--- src/adc_serial_config_port_pkg.sv ---
// shared constants and types of the converter serial control port
`default_nettype none
package adc_serial_config_port_pkg;
   // word widths
   localparam int CFG_W = 8;
   localparam int RES_W = 12;
   localparam int WORD_W = 16;
   localparam int LEN_W = 5;
   localparam int RX_W = 4;
   localparam int IDX_W = 4;
   localparam int FIFO_DEPTH = 8;
   // configuration bit positions, first bit shifted in lands at the top
   localparam int CFG_SGL = 7;
   localparam int CFG_ODD = 6;
   localparam int CFG_SEL_HI = 5;
   localparam int CFG_SEL_LO = 4;
   localparam int CFG_UNI = 3;
   localparam int CFG_OUTPUT_ORDER_SEL = 2;
   localparam int CFG_WL_HI = 1;
   localparam int CFG_WL_LO = 0;
   // length codes and lengths in shift-clock cycles
   localparam logic [1:0] WL_8 = 2'h0;
   localparam logic [1:0] WL_OFF = 2'h1;
   localparam logic [1:0] WL_12 = 2'h2;
   localparam logic [1:0] WL_16 = 2'h3;
   localparam logic [LEN_W-1:0] LEN_8 = 5'h08;
   localparam logic [LEN_W-1:0] LEN_OFF = 5'h0A;
   localparam logic [LEN_W-1:0] LEN_12 = 5'h0C;
   localparam logic [LEN_W-1:0] LEN_16 = 5'h10;
   localparam logic [RX_W-1:0] CFG_BITS = 4'h8;
   // synchroniser lanes
   localparam int SYNC_W = 5;
   localparam int SY_CS = 0;
   localparam int SY_SCLK = 1;
   localparam int SY_DIN = 2;
   localparam int SY_ACLK = 3;
   localparam int SY_COMP = 4;
   localparam logic [SYNC_W-1:0] SYNC_RST = 5'h01;
   // chip select settling, in falling conversion-clock edges
   localparam logic [1:0] CS_SETTLE_LAST = 2'h1;
   // successive approximation
   localparam logic [RES_W-1:0] SAR_FIRST = 12'h800;
   localparam logic [IDX_W-1:0] SAR_TOP = 4'hB;
   // sequencers
   typedef enum logic [1:0] {F_IDLE, F_LOAD, F_XFER, F_END} frame_t;
   typedef enum logic [1:0] {C_IDLE, C_SAMPLE, C_SAR, C_PUSH} conv_t;
endpackage : adc_serial_config_port_pkg
`default_nettype wire

--- src/result_fifo.sv ---
// small flip-flop fifo holding finished result words
`timescale 1ns/1ns
`default_nettype none
module result_fifo #(
   parameter int WIDTH = 16,
   parameter int DEPTH = 8
) (
   // clock and reset
   input wire logic clk,
   input wire logic rst_n,
   // fill side
   input wire logic in_valid,
   output logic in_ready,
   input wire logic [WIDTH-1:0] in_data,
   // drain side
   output logic out_valid,
   input wire logic out_ready,
   output logic [WIDTH-1:0] out_data
);
   localparam int PW = (DEPTH > 1) ? $clog2(DEPTH) : 1;
   localparam int CW = $clog2(DEPTH + 1);
   localparam logic [CW-1:0] FULL = CW'(DEPTH);
   localparam logic [PW-1:0] LAST = PW'(DEPTH - 1);

   typedef struct packed {
      logic [DEPTH-1:0][WIDTH-1:0] mem;
      logic [PW-1:0] wr;
      logic [PW-1:0] rd;
      logic [CW-1:0] cnt;
   } fifo_state_t;

   fifo_state_t st_q;
   fifo_state_t st_d;
   logic do_push;
   logic do_pop;

   // honest flags straight from the count
   assign in_ready = (st_q.cnt != FULL);
   assign out_valid = (st_q.cnt != '0);
   assign out_data = st_q.mem[st_q.rd];
   assign do_push = in_valid && in_ready;
   assign do_pop = out_valid && out_ready;

   // pointer wrap handled explicitly so depth need not be a power of two
   always_comb begin
      st_d = st_q;
      if (do_push) begin
         st_d.mem[st_q.wr] = in_data;
         st_d.wr = (st_q.wr == LAST) ? '0 : PW'(st_q.wr + 1'b1);
      end
      if (do_pop) begin
         st_d.rd = (st_q.rd == LAST) ? '0 : PW'(st_q.rd + 1'b1);
      end
      if (do_push && !do_pop) begin
         st_d.cnt = CW'(st_q.cnt + 1'b1);
      end else if (do_pop && !do_push) begin
         st_d.cnt = CW'(st_q.cnt - 1'b1);
      end
   end

   always_ff @(posedge clk or negedge rst_n) begin
      if (!rst_n) begin
         st_q <= '0;
      end else begin
         st_q <= st_d;
      end
   end
endmodule : result_fifo
`default_nettype wire

--- src/adc_serial_config_port.sv ---
// serial configuration port and conversion sequencer of the converter
`timescale 1ns/1ns
`default_nettype none
// Functional notes
// - Serial bits leave on the falling shift-clock edge and are taken on the rising one, both ways.
// - The previous result shifts out while the configuration word shifts in.
// - The requested conversion starts when the exchange ends and chip select should then go high.
// - A result comes out in the transfer after the one that asked for it.
// - The first eight rising shift edges after recognition load the word and later input is ignored.
// - The first four configuration bits form the multiplexer address.
// - In pair mode the select field picks a pair and the odd flag picks which side is positive.
// - In single mode channel two times select plus odd is measured against the shared input.
// - After chip select falls the port waits two falling conversion-clock edges before acting.
// - The shift clock only times transfers and the conversion clock paces the conversion.
// - Bit five picks unipolar at one and bipolar two's complement at zero.
// - Bit six picks most significant first at one and least first at zero, for output only.
// - The last two bits give 8, 12 or 16 output bits, and code 01 powers down.
// - Chip select changes shorter than one conversion-clock period are ignored both ways.
module adc_serial_config_port
   import adc_serial_config_port_pkg::*;
#(
   parameter int DEPTH = FIFO_DEPTH
) (
   // clock and reset
   input wire logic MCLK,
   input wire logic RSTN,
   // serial link pins
   input wire logic CS_N,
   input wire logic SCLK,
   input wire logic DIN,
   output logic DOUT,
   output logic DOUT_OE,
   // conversion clock and comparator
   input wire logic ACLK,
   input wire logic COMP,
   // analog front end control
   output logic [2:0] MUX_POS,
   output logic [2:0] MUX_NEG,
   output logic NEG_SHARED,
   output logic SPAN_UNIPOLAR,
   output logic SAMPLE_TRACK,
   output logic [RES_W-1:0] SAR_TRIAL,
   output logic POWER_DOWN
);
   typedef struct packed {
      logic [SYNC_W-1:0] meta;
      logic [SYNC_W-1:0] sync;
      logic sclk_p;
      logic aclk_p;
      logic cs_lvl;
      logic [1:0] settle;
      frame_t frame;
      logic [RX_W-1:0] rx_cnt;
      logic [LEN_W-1:0] tx_cnt;
      logic [CFG_W-1:0] cfg;
      logic [WORD_W-1:0] tx_sh;
      logic dout;
      logic dout_oe;
      conv_t conv;
      logic [IDX_W-1:0] bit_idx;
      logic [RES_W-1:0] sar;
      logic [CFG_W-1:0] conv_cfg;
      logic [2:0] mux_pos;
      logic [2:0] mux_neg;
      logic neg_shared;
      logic unipolar;
      logic track;
      logic pdown;
   } port_state_t;

   localparam port_state_t ST_RST = '{
      meta: SYNC_RST, sync: SYNC_RST, sclk_p: 1'b0, aclk_p: 1'b0,
      cs_lvl: 1'b1, settle: 2'h0, frame: F_IDLE, rx_cnt: 4'h0,
      tx_cnt: 5'h00, cfg: 8'h00, tx_sh: 16'h0000, dout: 1'b0,
      dout_oe: 1'b0, conv: C_IDLE, bit_idx: 4'h0, sar: 12'h000,
      conv_cfg: 8'h00, mux_pos: 3'h0, mux_neg: 3'h0, neg_shared: 1'b0,
      unipolar: 1'b0, track: 1'b0, pdown: 1'b0};

   port_state_t st_q;
   port_state_t st_d;

   // output length for a length code
   function automatic logic [LEN_W-1:0] word_len(input logic [1:0] wl);
      case (wl)
         WL_8: word_len = LEN_8;
         WL_OFF: word_len = LEN_OFF;
         WL_12: word_len = LEN_12;
         default: word_len = LEN_16;
      endcase
   endfunction : word_len

   // bit reversal for the least-significant-first order
   function automatic logic [RES_W-1:0] flip(input logic [RES_W-1:0] v);
      for (int i = 0; i < RES_W; i++) begin
         flip[i] = v[RES_W-1-i];
      end
   endfunction : flip

   // edge finders work only on second-stage synchroniser bits
   logic sclk_rise;
   logic sclk_fall;
   logic aclk_fall;
   logic cs_change;
   logic cs_go_low;
   logic cs_go_high;
   logic end_xfer;
   assign sclk_rise = st_q.sync[SY_SCLK] && !st_q.sclk_p;
   assign sclk_fall = !st_q.sync[SY_SCLK] && st_q.sclk_p;
   assign aclk_fall = !st_q.sync[SY_ACLK] && st_q.aclk_p;
   // a new level needs two falling aclk edges, so it outlives one period
   assign cs_change = (st_q.sync[SY_CS] != st_q.cs_lvl) && aclk_fall &&
      (st_q.settle == CS_SETTLE_LAST);
   assign cs_go_low = cs_change && !st_q.sync[SY_CS];
   assign cs_go_high = cs_change && st_q.sync[SY_CS];
   // exchange ends on the falling edge that completes the chosen length
   assign end_xfer = (st_q.frame == F_XFER) && sclk_fall && !cs_change &&
      (st_q.rx_cnt == CFG_BITS) &&
      (LEN_W'(st_q.tx_cnt + 1'b1) ==
       word_len(st_q.cfg[CFG_WL_HI:CFG_WL_LO]));

   // result path, conversions stall while it is full
   logic push_req;
   logic push_ready;
   logic pop_req;
   logic pop_valid;
   logic [WORD_W-1:0] push_word;
   logic [WORD_W-1:0] pop_word;
   logic [RES_W-1:0] code;
   assign push_req = (st_q.conv == C_PUSH);
   assign pop_req = (st_q.frame == F_LOAD) && !cs_change;
   // bipolar results leave as two's complement by flipping the msb
   assign code = st_q.conv_cfg[CFG_UNI] ? st_q.sar :
      {~st_q.sar[RES_W-1], st_q.sar[RES_W-2:0]};
   // word is pre-ordered so the shifter always sends bit 15 first
   assign push_word = st_q.conv_cfg[CFG_OUTPUT_ORDER_SEL] ? {code, 4'h0} :
      {flip(code), 4'h0};

   result_fifo #(
      .WIDTH(WORD_W),
      .DEPTH(DEPTH)
   ) u_results (
      .clk(MCLK),
      .rst_n(RSTN),
      .in_valid(push_req),
      .in_ready(push_ready),
      .in_data(push_word),
      .out_valid(pop_valid),
      .out_ready(pop_req),
      .out_data(pop_word)
   );

   // next state of the whole port
   always_comb begin
      st_d = st_q;
      st_d.meta = {COMP, ACLK, DIN, SCLK, CS_N};
      st_d.sync = st_q.meta;
      st_d.sclk_p = st_q.sync[SY_SCLK];
      st_d.aclk_p = st_q.sync[SY_ACLK];
      // chip select deglitcher
      if (st_q.sync[SY_CS] == st_q.cs_lvl) begin
         st_d.settle = 2'h0;
      end else if (cs_change) begin
         st_d.cs_lvl = st_q.sync[SY_CS];
         st_d.settle = 2'h0;
      end else if (aclk_fall) begin
         st_d.settle = 2'(st_q.settle + 1'b1);
      end
      // conversion, paced only by the conversion clock
      case (st_q.conv)
         C_IDLE: begin
         end
         C_SAMPLE: begin
            if (aclk_fall) begin
               st_d.track = 1'b0;
               st_d.sar = SAR_FIRST;
               st_d.bit_idx = SAR_TOP;
               st_d.conv = C_SAR;
            end
         end
         C_SAR: begin
            if (aclk_fall) begin
               st_d.sar[st_q.bit_idx] = st_q.sync[SY_COMP];
               if (st_q.bit_idx == '0) begin
                  st_d.conv = C_PUSH;
               end else begin
                  st_d.sar[IDX_W'(st_q.bit_idx - 1'b1)] = 1'b1;
                  st_d.bit_idx = IDX_W'(st_q.bit_idx - 1'b1);
               end
            end
         end
         C_PUSH: begin
            if (push_ready) begin
               st_d.conv = C_IDLE;
            end
         end
         default: st_d.conv = C_IDLE;
      endcase
      // transfer framing, shift clock ignored while select is high
      if (cs_go_high) begin
         st_d.frame = F_IDLE;
         st_d.dout_oe = 1'b0;
      end else if (cs_go_low) begin
         st_d.frame = F_LOAD;
         st_d.pdown = 1'b0;
         st_d.rx_cnt = '0;
         st_d.tx_cnt = '0;
         st_d.cfg = '0;
      end else begin
         case (st_q.frame)
            F_IDLE: begin
            end
            F_LOAD: begin
               // previous result, or zeros when none was asked for
               if (pop_valid) begin
                  st_d.tx_sh = pop_word;
                  st_d.dout = pop_word[WORD_W-1];
                  st_d.dout_oe = 1'b1;
                  st_d.frame = F_XFER;
               end else if (st_q.conv == C_IDLE) begin
                  st_d.tx_sh = '0;
                  st_d.dout = 1'b0;
                  st_d.dout_oe = 1'b1;
                  st_d.frame = F_XFER;
               end
            end
            F_XFER: begin
               if (sclk_rise && (st_q.rx_cnt != CFG_BITS)) begin
                  // first bit in ends up at the top of the word
                  st_d.cfg = {st_q.cfg[CFG_W-2:0], st_q.sync[SY_DIN]};
                  st_d.rx_cnt = RX_W'(st_q.rx_cnt + 1'b1);
               end
               if (sclk_fall) begin
                  st_d.tx_sh = {st_q.tx_sh[WORD_W-2:0], 1'b0};
                  st_d.dout = st_q.tx_sh[WORD_W-2];
                  st_d.tx_cnt = LEN_W'(st_q.tx_cnt + 1'b1);
               end
               if (end_xfer) begin
                  st_d.frame = F_END;
                  if (st_q.cfg[CFG_WL_HI:CFG_WL_LO] == WL_OFF) begin
                     st_d.pdown = 1'b1;
                  end else begin
                     // mux address set from the word just received
                     st_d.conv = C_SAMPLE;
                     st_d.track = 1'b1;
                     st_d.conv_cfg = st_q.cfg;
                     st_d.unipolar = st_q.cfg[CFG_UNI];
                     st_d.mux_pos = {st_q.cfg[CFG_SEL_HI:CFG_SEL_LO],
                        st_q.cfg[CFG_ODD]};
                     st_d.neg_shared = st_q.cfg[CFG_SGL];
                     st_d.mux_neg = st_q.cfg[CFG_SGL] ? 3'h0 :
                        {st_q.cfg[CFG_SEL_HI:CFG_SEL_LO],
                         ~st_q.cfg[CFG_ODD]};
                  end
               end
            end
            F_END: begin
            end
            default: st_d.frame = F_IDLE;
         endcase
      end
   end

   always_ff @(posedge MCLK or negedge RSTN) begin
      if (!RSTN) begin
         st_q <= ST_RST;
      end else begin
         st_q <= st_d;
      end
   end

   // outputs straight from the state register
   assign DOUT = st_q.dout;
   assign DOUT_OE = st_q.dout_oe;
   assign MUX_POS = st_q.mux_pos;
   assign MUX_NEG = st_q.mux_neg;
   assign NEG_SHARED = st_q.neg_shared;
   assign SPAN_UNIPOLAR = st_q.unipolar;
   assign SAMPLE_TRACK = st_q.track;
   assign SAR_TRIAL = st_q.sar;
   assign POWER_DOWN = st_q.pdown;
endmodule : adc_serial_config_port
`default_nettype wire

--- config.mk ---
export PLATFORM = sky130hd
export DESIGN_NAME = adc_serial_config_port
export DESIGN_NICKNAME = d
export VERILOG_FILES = /design/src/adc_serial_config_port_pkg.sv /design/src/result_fifo.sv /design/src/adc_serial_config_port.sv
export SDC_FILE = /design/constraint.sdc
export NUM_CORES = 1
export LEC_CHECK = 0
export BUFFER_PORTS_ARGS = -buffer_cell sky130_fd_sc_hd__buf_2
export CAP_MARGIN = 20
export CORE_MARGIN = 8
export CORE_UTILIZATION = 55
export CTS_CLUSTER_SIZE = 10
export DETAILED_ROUTE_END_ITERATION = 12
export PLACE_DENSITY_LB_ADDON = 0.05
export RECOVER_POWER = 25
export REMOVE_ABC_BUFFERS = 1
export SLEW_MARGIN = 20
export SYNTH_ARGS = -nofsm -noshare
export SYNTH_HDL_FRONTEND = slang
export SYNTH_SLANG_ARGS = --single-unit
--- constraint.sdc ---
create_clock -name MCLK -period 4.55 [get_ports MCLK]
set_input_delay 0.2275 -clock MCLK [delete_from_list [all_inputs] [get_ports MCLK]]
set_output_delay 0.2275 -clock MCLK [all_outputs]
set_load 0.005 [all_outputs]
==> results.json <==
{
  "synth_async_sr_flop_share_pct": 100.0,
  "clk_pin_slew_ns": 0.07,
  "numClockSinks": 182,
  "startpoint_type": "register",
  "multi_input_area_um2": 3590,
  "worstSkewPairLatency_ns": 0.43,
  "postCtsHoldBufs": 6,
  "ios": 31,
  "firstDrtPassIters": 5,
  "grt_pass1_vias": 5685,
  "core-area_um2": 15200,
  "leakagePower_nw": 4.201,
  "slowest_delay_ns": 0.48,
  "cts_buffers": 17,
  "setup_viol": 0,
  "worstPathRequired_ns": 4.87,
  "syn_area_per_cell_um2": 10.73,
  "routed_wl_um": 18450,
  "synth_seq_cells": 182,
  "die_h_um": 140.7,
  "violations": "capacitance limit, slew limit",
  "synth.distinct_cells": 64,
  "die_width_um": 140.7,
  "drt_iter0_drc": 398,
  "fmax_ghz": 0.3341,
  "cp_max_fo": 15,
  "status": "complete, but fails checks",
  "final_design_area_no_fill_um2": 9285,
  "dp_cells": 949,
  "hold_viol_final": 0,
  "slew_violations": 110,
  "ir_drop_uv": 317.7,
  "p_per_area_nw_per_um2": 476.1,
  "die-area_um2": 19790,
  "synth_area_um2": 8549,
  "tns_ns": 0,
  "dp_hpwl_um": 12110,
  "worstPathCellList": "inv_1, ha_1, and3b_1, a21boi_0, o211a_1, o2111ai_2, mux2_4",
  "grt_pass1_wl_um": 30040,
  "met1_usage_pct": 26.81,
  "fin_crit_sh_pct": 65.79,
  "grt_busiest_layer": "met2",
  "cp.arrival_ns": 3.31,
  "tritoncts": "built",
  "relSlewSlack_pct": -80.87,
  "globalRouteOverflowTotal": 0,
  "hold_slack_ns": 0.3516,
  "yosys_warnings": 0,
  "synth_edf_count": 0,
  "globalplace.congestion": 0.8527,
  "crit_path_top_delay_cell": "ha_1",
  "use_met2_pct": 29.99,
  "vias": 5779,
  "grt_setup_unrepaired": "no",
  "fillerInstances": 1261,
  "regArea_um2": 4559,
  "cts.repair.resized": 0,
  "cts_setup_buffers": 0,
  "finalNetCount": 806,
  "worst_path_dominant_cell_family": "compound AO/OA/AOI/OAI gates",
  "drive_gt1_share_pct": 13.52,
  "io_buffers": 30,
  "start_util_pct": 56.24,
  "worst-slew-pin-transition_ns": 2.713,
  "yosysSeqAreaShare_pct": 53.31,
  "finClkSkew_ns": 0.007617,
  "finalPower_mw": 4.421,
  "insertedDiodeCount": 0,
  "path_buf_inv": 1,
  "viasPerCell": 5.855,
  "final_cells": 987,
  "fin_crit_ns": 2.993,
  "drcViolationCount": 0,
  "crit_type": "reg2reg",
  "ant_nets": 0,
  "clockBufferDepth": 2,
  "holdCritPathClass": "reg2reg",
  "synth_ff_type": "dfrtp_1",
  "synthCells": 797,
  "placed_area_um2": 8617,
  "routedWlPerCell_um": 18.70,
  "final_core_util_pct": 61.08,
  "use_met3_pct": 4.693,
  "worst_slack_ns": 1.557,
  "cap_violations": 1,
  "grt_max_degree": 111,
  "grt_usage_pct": 19.37,
  "antenna_found_initial": 0,
  "num_rows": 45,
  "cp-end-kind": "register",
  "root_buffer": "clkbuf_16",
  "area_growth_pct": 8.605,
  "pre_cts_slack_ns": 1.577,
  "htreeDepth": 4
}
-- placed cells by master, fill, tap and decap left out, drive strengths merged, types with 6 or more instances in the layout --
| master | n |
|---|---|
| a21oi | 117 |
| and3 | 6 |
| buf | 20 |
| clkbuf | 30 |
| dfrtp | 179 |
| dlygate4sd3 | 6 |
| ha | 12 |
| inv | 13 |
| mux2 | 16 |
| mux2i | 31 |
| mux4 | 24 |
| nand2 | 54 |
| nand3 | 9 |
| nor2 | 125 |
| o21ai | 46 |
| xnor2 | 7 |
| xor2 | 7 |
-- layer usage --
metal  up-vias  wire length, µm
met5         -                0
met1      2907             8778
met2       114             8776
met3         8              732
li1       2750                -
met4         0              166
-- cell usage after synthesis (3+ instances only) --
cell      number  area, µm²
buf_6          3      33.78
nand3_1        9      45.04
xnor2_1        7      61.31
buf_2         16      80.08
inv_1         11      41.29
nand2b_1       5      31.28
o211ai_1       3      22.52
and3_1         4      25.02
dfstp_2        3      78.83
o31ai_1        3      22.52
mux2i_1       31      310.3
mux4_2        24      540.5
buf_4         18      135.1
xor2_1         7      61.31
clkbuf_1      31      116.4
a22o_1         5      43.79
ha_1          12      150.1
o21ai_0       45      225.2
mux2_2         9      101.4
nor3_1         5      25.02
a21oi_1      116      580.6
nor2_1       125      469.2
nand2_1       54      202.7
dfrtp_1      179       4479
and4b_1        4      40.04
a21o_1         4      30.03
nor2b_1        4      25.02
mux2_4         7      105.1
nor3b_1        3      22.52
nand3b_1       4      30.03
-- layout make-up --
type / instances / share of cell area (%)
tap: 188 / 2.533
sequential: 182 / 49.10
inverter: 11 / 0.4447
multi-input combinational: 535 / 38.66
clock inverter: 15 / 2.196
timing repair buffer: 39 / 2.479
clock buffer: 17 / 4.582
-- power breakdown --
group	internal [mW]	leakage, nW	switching [mW]
Sequential	1.77	2.48	0.233
Combinational	0.353	1.43	0.504
Clock	0.923	0.296	0.642
-- registers in the layout, summed over array words and instances, names as in the netlist --
register,cells
DOUT_OE,1
SAR_TRIAL,12
DOUT,1
MUX_NEG,3
st_d,7
POWER_DOWN,1
NEG_SHARED,1
st_q,46
u_results.st_q,106
MUX_POS,3
SAMPLE_TRACK,1
-- path summary, 6_finish.rpt --
kind	startpoint	end	slack, ns	cells past startpoint
setup / recovery	st_q[71]	MUX_POS[1]	1.56	7
hold / removal	st_d[82]	st_q[82]	0.35	0
setup reg to reg	st_q[71]	MUX_POS[1]	1.56	7
hold reg to reg	st_d[82]	st_q[82]	0.35	0
max in group asynchronous	RSTN	SAR_TRIAL[2]	1.78	2
min in group asynchronous	RSTN	u_results.st_q[17]	1.16	2
-- cells by family (layout without fill, tap and decap cells) --
family,count (synthesis),count (layout),share of synthesized area (%)
adders and majority gates,13,13,1.990
muxes,71,71,12.37
DFF,182,182,53.31
xor gates and xnor gates,14,14,1.434
and+or+nand+nor,235,235,12.81
buffers and inverters,80,82,4.800
AOI/OAI and AO/OA,202,202,13.29
No activity file was read; power rests on OpenSTA's default activity.
